<file path="config.mk">
export PLATFORM = sky130hd
export DESIGN_NAME = rsar_regs
export DESIGN_NICKNAME = d
export VERILOG_FILES = /design/src/hw/rsar_pkg.sv /design/src/hw/rsar_regs.sv
export SDC_FILE = /design/constraint.sdc
export NUM_CORES = 1
export LEC_CHECK = 0
export BUFFER_PORTS_ARGS = -buffer_cell sky130_fd_sc_hd__buf_2
export CAP_MARGIN = 5
export CORE_ASPECT_RATIO = 2
export CORE_MARGIN = 8
export CORE_UTILIZATION = 50
export CTS_BUF_LIST = sky130_fd_sc_hd__clkbuf_4 sky130_fd_sc_hd__clkbuf_8
export DETAILED_ROUTE_END_ITERATION = 8
export HOLD_SLACK_MARGIN = 0.05
export PLACE_DENSITY = 0.82
export SLEW_MARGIN = 5
export SYNTH_ARGS = -nofsm -noshare
export SYNTH_HDL_FRONTEND = slang
export SYNTH_SLANG_ARGS = --single-unit
</file>
<file path="constraint.sdc">
create_clock -name pclk -period 2.65 [get_ports pclk]
set_input_delay 0.795 -clock pclk [delete_from_list [all_inputs] [get_ports pclk]]
set_output_delay 0.795 -clock pclk [all_outputs]
set_load 0.005 [all_outputs]
</file>
<file path="src/hw/rsar_pkg.sv">
// Functional notes
// Range register reserved bits 31-7 and 5-4 always read zero.
// Bit 6 is read-write, resets to 0; one turns internal reference off.
// Range codes 0000-0100 select bipolar ranges of 3, 2.5, 1.5, 1.25, 0.625 Vref.
// Range codes 1000-1011 select unipolar ranges of 3, 2.5, 1.5, 1.25 Vref.
// Range field clears only on power-on reset; reference bit clears on app reset.
// Range register bytes answer at addresses 14h, 15h, 16h and 17h.
// Alarm status at 20h holds active and tripped high/low flags for input and supply.
// Alarm status bits read-only, reset zero, at positions 15,14,11,10,7,6,5,4,0.
// Alarm status bytes at 20h to 23h; upper half reads zero.
// Overall alarm bit equals OR of the four tripped flags.
// Writes to reserved bits or the alarm status change nothing.
package rsar_pkg;

    // ********************************************************
    // Register map.
    // ********************************************************
    localparam logic [7:0] RANGE_CFG_ADDR = 8'h14;
    localparam logic [7:0] ALARM_STAT_ADDR = 8'h20;
    localparam logic [7:0] IRQ_STAT_ADDR = 8'h30;
    localparam logic [7:0] IRQ_MASK_ADDR = 8'h34;

    // ********************************************************
    // Field positions.
    // ********************************************************
    localparam int REF_OFF_BIT = 6;
    localparam int ACT_SUP_LOW_BIT = 15;
    localparam int ACT_SUP_HIGH_BIT = 14;
    localparam int ACT_IN_LOW_BIT = 11;
    localparam int ACT_IN_HIGH_BIT = 10;
    localparam int TRP_SUP_LOW_BIT = 7;
    localparam int TRP_SUP_HIGH_BIT = 6;
    localparam int TRP_IN_LOW_BIT = 5;
    localparam int TRP_IN_HIGH_BIT = 4;
    localparam int ANY_ALARM_BIT = 0;

    // ********************************************************
    // Reset values and range codes.
    // ********************************************************
    localparam logic [3:0] RANGE_RESET = 4'h0;
    localparam logic REF_OFF_RESET = 1'b0;
    localparam logic [15:0] ALARM_RESET = 16'h0000;
    localparam logic [7:0] IRQ_RESET = 8'h00;
    localparam logic [3:0] BIPOLAR_LAST = 4'h4;
    localparam logic [3:0] UNIPOLAR_FIRST = 4'h8;
    localparam logic [3:0] UNIPOLAR_LAST = 4'hb;
    localparam logic [7:0] IRQ_BITS = 8'hf0;

endpackage : rsar_pkg

</file>
<file path="src/hw/rsar_regs.sv">
// The APB register port was chosen for this implementation.
`timescale 1ns/10ps
module rsar_regs (
    input wire logic pclk,
    input wire logic presetn,
    input wire logic psel,
    input wire logic penable,
    input wire logic pwrite,
    input wire logic [7:0] paddr,
    input wire logic [31:0] pwdata,
    input wire logic [3:0] pstrb,
    output logic [31:0] prdata,
    output logic pready,
    output logic pslverr,
    input wire logic app_reset,
    input wire logic active_supply_low,
    input wire logic active_supply_high,
    input wire logic active_input_low,
    input wire logic active_input_high,
    input wire logic latched_supply_low,
    input wire logic latched_supply_high,
    input wire logic latched_input_low,
    input wire logic latched_input_high,
    output logic [3:0] range_sel,
    output logic internal_ref_off,
    output logic any_latched_alarm,
    output logic irq
);

    // ********************************************************
    // Decoding helpers.
    // ********************************************************

    // Only the nine documented codes are accepted by the range field.
    function automatic logic range_code_ok(input logic [3:0] code);
        range_code_ok = (code <= rsar_pkg::BIPOLAR_LAST) ||
            (code >= rsar_pkg::UNIPOLAR_FIRST &&
             code <= rsar_pkg::UNIPOLAR_LAST);
    endfunction : range_code_ok

    // Word-aligned address match; the low two bits are ignored.
    function automatic logic addr_hit(input logic [7:0] a,
                                      input logic [7:0] base);
        addr_hit = (a[7:2] == base[7:2]);
    endfunction : addr_hit

    logic [15:0] alarm_status;
    logic [7:0] irq_status;
    logic [7:0] irq_mask;
    logic [15:0] next_alarm_status;
    logic [7:0] next_irq_status;
    logic [7:0] next_irq_mask;
    logic [3:0] next_range_sel;
    logic next_ref_off;
    logic next_pready;
    logic next_pslverr;
    logic [31:0] next_prdata;
    logic next_irq;
    logic wr_done;
    logic mapped;
    logic [7:0] trip_events;

    // ********************************************************
    // Bus slave.
    // ********************************************************

    // A write lands only at the edge where pready is sampled high.
    assign wr_done = psel && penable && pready && pwrite;
    assign mapped = addr_hit(paddr, rsar_pkg::RANGE_CFG_ADDR) ||
        addr_hit(paddr, rsar_pkg::ALARM_STAT_ADDR) ||
        addr_hit(paddr, rsar_pkg::IRQ_STAT_ADDR) ||
        addr_hit(paddr, rsar_pkg::IRQ_MASK_ADDR);

    // Answer one cycle into the access phase; the reply is registered.
    always_comb begin
        next_pready = psel && penable && !pready;
        next_pslverr = next_pready && !mapped;
        next_prdata = prdata;
        if (next_pready && !pwrite) begin
            next_prdata = 32'h0000_0000;
            // reserved bits zero
            if (addr_hit(paddr, rsar_pkg::RANGE_CFG_ADDR)) begin
                next_prdata[3:0] = range_sel;
                next_prdata[rsar_pkg::REF_OFF_BIT] = internal_ref_off;
            end
            // upper half zero
            if (addr_hit(paddr, rsar_pkg::ALARM_STAT_ADDR)) begin
                next_prdata[15:0] = alarm_status;
            end
            if (addr_hit(paddr, rsar_pkg::IRQ_STAT_ADDR)) begin
                next_prdata[7:0] = irq_status;
            end
            if (addr_hit(paddr, rsar_pkg::IRQ_MASK_ADDR)) begin
                next_prdata[7:0] = irq_mask;
            end
        end
    end

    always_ff @(posedge pclk or negedge presetn) begin
        if (!presetn) begin
            pready <= 1'b0;
            pslverr <= 1'b0;
            prdata <= 32'h0000_0000;
        end else begin
            pready <= next_pready;
            pslverr <= next_pslverr;
            prdata <= next_prdata;
        end
    end

    // ********************************************************
    // Range configuration.
    // ********************************************************

    // All configuration bits live in byte lane 0, so only pstrb[0] counts.
    always_comb begin
        next_range_sel = range_sel;
        next_ref_off = internal_ref_off;
        // byte lane decode
        if (wr_done && pstrb[0] &&
            addr_hit(paddr, rsar_pkg::RANGE_CFG_ADDR)) begin
            // reference disable
            next_ref_off = pwdata[rsar_pkg::REF_OFF_BIT];
            // bipolar codes
            // unipolar codes
            if (range_code_ok(pwdata[3:0])) begin
                next_range_sel = pwdata[3:0];
            end
        end
        // app reset scope
        if (app_reset) begin
            next_ref_off = rsar_pkg::REF_OFF_RESET;
        end
    end

    // power-on only
    always_ff @(posedge pclk or negedge presetn) begin
        if (!presetn) begin
            range_sel <= rsar_pkg::RANGE_RESET;
            internal_ref_off <= rsar_pkg::REF_OFF_RESET;
        end else begin
            range_sel <= next_range_sel;
            internal_ref_off <= next_ref_off;
        end
    end

    // ********************************************************
    // Alarm status and interrupts.
    // ********************************************************

    // Flags mirror the comparison logic; bus writes never reach them.
    always_comb begin
        next_alarm_status = rsar_pkg::ALARM_RESET;
        // flag capture
        // flag positions
        next_alarm_status[rsar_pkg::ACT_SUP_LOW_BIT] = active_supply_low;
        next_alarm_status[rsar_pkg::ACT_SUP_HIGH_BIT] = active_supply_high;
        next_alarm_status[rsar_pkg::ACT_IN_LOW_BIT] = active_input_low;
        next_alarm_status[rsar_pkg::ACT_IN_HIGH_BIT] = active_input_high;
        next_alarm_status[rsar_pkg::TRP_SUP_LOW_BIT] = latched_supply_low;
        next_alarm_status[rsar_pkg::TRP_SUP_HIGH_BIT] = latched_supply_high;
        next_alarm_status[rsar_pkg::TRP_IN_LOW_BIT] = latched_input_low;
        next_alarm_status[rsar_pkg::TRP_IN_HIGH_BIT] = latched_input_high;
        // overall alarm
        next_alarm_status[rsar_pkg::ANY_ALARM_BIT] = latched_supply_low ||
            latched_supply_high || latched_input_low || latched_input_high;
    end

    // A new tripped flag is an event; the set beats a same-cycle clear.
    assign trip_events = next_alarm_status[7:0] & ~alarm_status[7:0] &
        rsar_pkg::IRQ_BITS;

    always_comb begin
        next_irq_status = irq_status;
        next_irq_mask = irq_mask;
        // writes ignored
        if (wr_done && pstrb[0] &&
            addr_hit(paddr, rsar_pkg::IRQ_STAT_ADDR)) begin
            next_irq_status = irq_status & ~pwdata[7:0];
        end
        if (wr_done && pstrb[0] &&
            addr_hit(paddr, rsar_pkg::IRQ_MASK_ADDR)) begin
            next_irq_mask = pwdata[7:0] & rsar_pkg::IRQ_BITS;
        end
        next_irq_status = next_irq_status | trip_events;
        next_irq = |(next_irq_status & next_irq_mask);
    end

    always_ff @(posedge pclk or negedge presetn) begin
        if (!presetn) begin
            alarm_status <= rsar_pkg::ALARM_RESET;
            irq_status <= rsar_pkg::IRQ_RESET;
            irq_mask <= rsar_pkg::IRQ_RESET;
            any_latched_alarm <= 1'b0;
            irq <= 1'b0;
        end else begin
            alarm_status <= next_alarm_status;
            irq_status <= next_irq_status;
            irq_mask <= next_irq_mask;
            any_latched_alarm <= next_alarm_status[rsar_pkg::ANY_ALARM_BIT];
            irq <= next_irq;
        end
    end
endmodule : rsar_regs

</file>
==> flow_metrics.py <==
metrics = {
    "run_status": {
        "status": "completed",
    },
    "floorplan": {
        "die_area_um2": 6710,
        "io_pins": 99,
        "start_util_pct": 51.9,
        "rows": 33,
        "core_area_um2": 4090,
        "die_h_um": 108,
        "die_x_um": 62.1,
    },
    "logic_synthesis": {
        "synth_top_family_by_area": "simple AND/OR/NAND/NOR gates",
        "synthXorXnorAreaFrac_pct": 0,
        "seq_area_frac_synth_pct": 53.1,
        "netlist_area_um2": 2120,
        "yosys.area_share.simple_pct": 15.9,
        "synthCells": 203,
        "yosys_warnings": 0,
        "async_flop_share_pct": 100,
        "avgSynthCellArea_um2": 10.5,
        "synthMuxAreaShare_pct": 6.25,
        "synthFlopType": "dfrtp_1",
        "synth_edf_count": 0,
        "synth_compound_area_share_pct": 14.4,
        "synth_cell_types": 38,
        "synthAdderAreaFrac_pct": 0,
        "ys_seq_elements": 45,
    },
    "layout": {
        "diodes": 0,
        "fillCellCount": 363,
        "multiInputGateArea_um2": 852,
        "final_area_um2": 2520,
        "drive_above_1_share_pct": 29.7,
        "fin_util_pct": 61.7,
        "final-seq-area_um2": 1130,
        "layout-area-overhead-vs-synth_pct": 18.8,
        "fin_nets": 320,
    },
    "power": {
        "total_power_w": 0.00132,
        "powerDensity_nw_per_um2": 524,
        "ir_worst_vdd_mv": 0.554,
        "p_leak_nw": 1.29,
    },
    "global_route": {
        "grt-ovfl-total": 0,
        "grt_max_degree": 24,
        "track_usage_pct": 15.0,
        "antenna_found_initial": 0,
        "grt_pass1_vias": 1662,
        "grt_pass1_wl_mm": 7.60,
    },
    "clock_network": {
        "cts.repair.resized": 0,
        "insertion_delay_ns": 0.30,
        "clk_path_buf_depth": 2,
        "hold_buffers": 0,
        "clockRootBuffer": "clkbuf_8",
        "h-tree-depth": 2,
        "numCtsBuffers": 5,
        "path_clk_slew_ns": 0.08,
        "cts_tree": "built",
        "cts.sinks": 45,
        "post_cts_buffers": 0,
    },
    "sta": {
        "fin_setup_tns_ns": 0,
        "max_slew_margin_pct": 65.6,
        "fin_crit_sh_pct": 85.0,
        "hold_violations": 0,
        "worstMarginPinSlew_ns": 0.516,
        "final-max-slew-violation-count": 0,
        "fin_skew_ns": 0.0115,
        "fin_crit_ns": 2.25,
        "finalSetupViolations": 0,
        "whs_ns": 0.464,
        "fmax_mhz": 444,
        "grt_setup_unrepaired": "false",
    },
    "setup_path": {
        "required_ns": 2.83,
        "start_kind": "primary input",
        "path_cells": "buf_2 -> nand4bb_4 -> or4_1 -> mux2_4 -> a22oi_2 -> nand4_1",
        "endpoint_kind": "flip-flop",
        "critPathCapture": "irq",
        "rrSetupSlack_ns": 0.68,
        "slowest_delay_ns": 0.64,
        "crit_path_start": "paddr[6]",
        "worst_path_max_delay_cell": "or4_1",
        "critPathArrivalTime_ns": 2.43,
        "r2r_end": "irq",
        "path_class": "in2reg",
        "r2r_start": "pready",
        "r2r_cells": 5,
        "path_max_fanout": 5,
    },
    "placed_design": {
        "place_area_um2": 2410,
        "portBuffers": 49,
        "dp_hpwl_mm": 3.83,
        "place.gp.congestion": 0.910,
    },
    "routing": {
        "drc_errors": 0,
        "drt-wirelength-per-cell_um": 14.6,
        "vias_per_cell": 5.10,
        "dr.pass1.iters": 4,
        "vias": 1606,
        "drt-initial-drc-count": 25,
        "wl_mm": 4.61,
        "antenna_left": 0,
    },
    "flow_run": {
        "maxCapViolations": 0,
    },
    "worst_hold_path": {
        "hold_path.class": "in2async",
    },
}
[per-layer routing]
metal / share of wire [%] / vias up / wire (um) / global-route usage (%)
met5: 0 / - / 0 / 0
met1: 35 / 757 / 1630 / 15.7
met4: 2.6 / 0 / 122 / 7.88
met2: 53 / 55 / 2450 / 25.7
li1: - / 786 / - / -
met3: 9.0 / 8 / 415 / 4.04
[registers in the layout, summed over array words and instances (netlist names)]
signal            count
alarm_status          9
internal_ref_off      1
irq                   1
irq_mask              8
irq_status            8
prdata               12
pready                1
pslverr               1
range_sel             4
[worst min path at each step]
stage	start	slack, ns	to	cells after the start
final	presetn	0.46	range_sel[0]	1
after global routing	alarm_status[14]	0.49	prdata[14]	1
after CTS	presetn	0.47	range_sel[0]	1
after detailed placement	alarm_status[14]	0.46	prdata[14]	1
after global placement	alarm_status[15]	0.45	prdata[15]	1
after floorplan	alarm_status[10]	0.44	prdata[10]	1
[synthesized netlist by cell type, drive strengths merged, types with 5 or more instances]
cell type  instances  share of area, %
o21ai             14               3.3
a21oi              7               1.7
nand2             15               2.7
nor2              19               3.4
dfrtp             45                53
buf               22               7.8
mux2i              8               3.8
a21boi             7               2.5
inv               10               1.8
nor3               5               1.2
[cells in the final DEF, fill, tap and decap left out, types with 2 or more instances in the layout]
master    count
inv_1        10
and2_1        4
nor2_1       19
buf_4         8
mux2i_1       8
nand2_1      15
or2_2         4
o22ai_1       4
o21ai_0      14
a31oi_1       3
a21boi_0      7
o21bai_1      2
buf_2        49
dfrtp_1      45
nand4_1       4
clkbuf_8      5
a21oi_1       7
or3_1         2
mux2_2        2
a22o_1        4
conb_1       20
nand2b_1      3
nor3_1        5
mux2_4        2
[worst max-delay path, delay by kind of cell]
| family | cells | cell delay (ns) |
|---|---|---|
| buf+inv | 1 | 0.12 |
| compound gates | 1 | 0.18 |
| mux | 1 | 0.37 |
| simple gates | 3 | 0.95 |
[cell type report]
type	count	share of cell area, %
clock buffer	6	3.03
clock inverter	2	1.54
inverter	10	1.49
multi-input combinational	142	33.8
sequential	45	44.7
tap	52	2.58
timing repair buffer	58	12.9
[per-stage QoR]
step,setup WS (ns),instances
floorplan,0.305,222
finish,0.396,315
global placement,0.0612,307
CTS,0.389,315
detailed placement,0.0880,307
global route,0.354,315
[where the power goes]
group / internal [W] / switching, W
combinational: 0.0000416 / 0.0000609
sequential: 0.000698 / 0.00000604
clock: 0.000293 / 0.000220
total: 0.00103 / 0.000287
[logic make-up (layout without fill, tap and decap cells)]
family          after synthesis  in the layout
compound gates               47             47
buf+inv                      35             76
flops                        45             45
mux                          12             12
simple gates                 63             63
other cells                   1             20
Power figures use the tool's default switching activity.
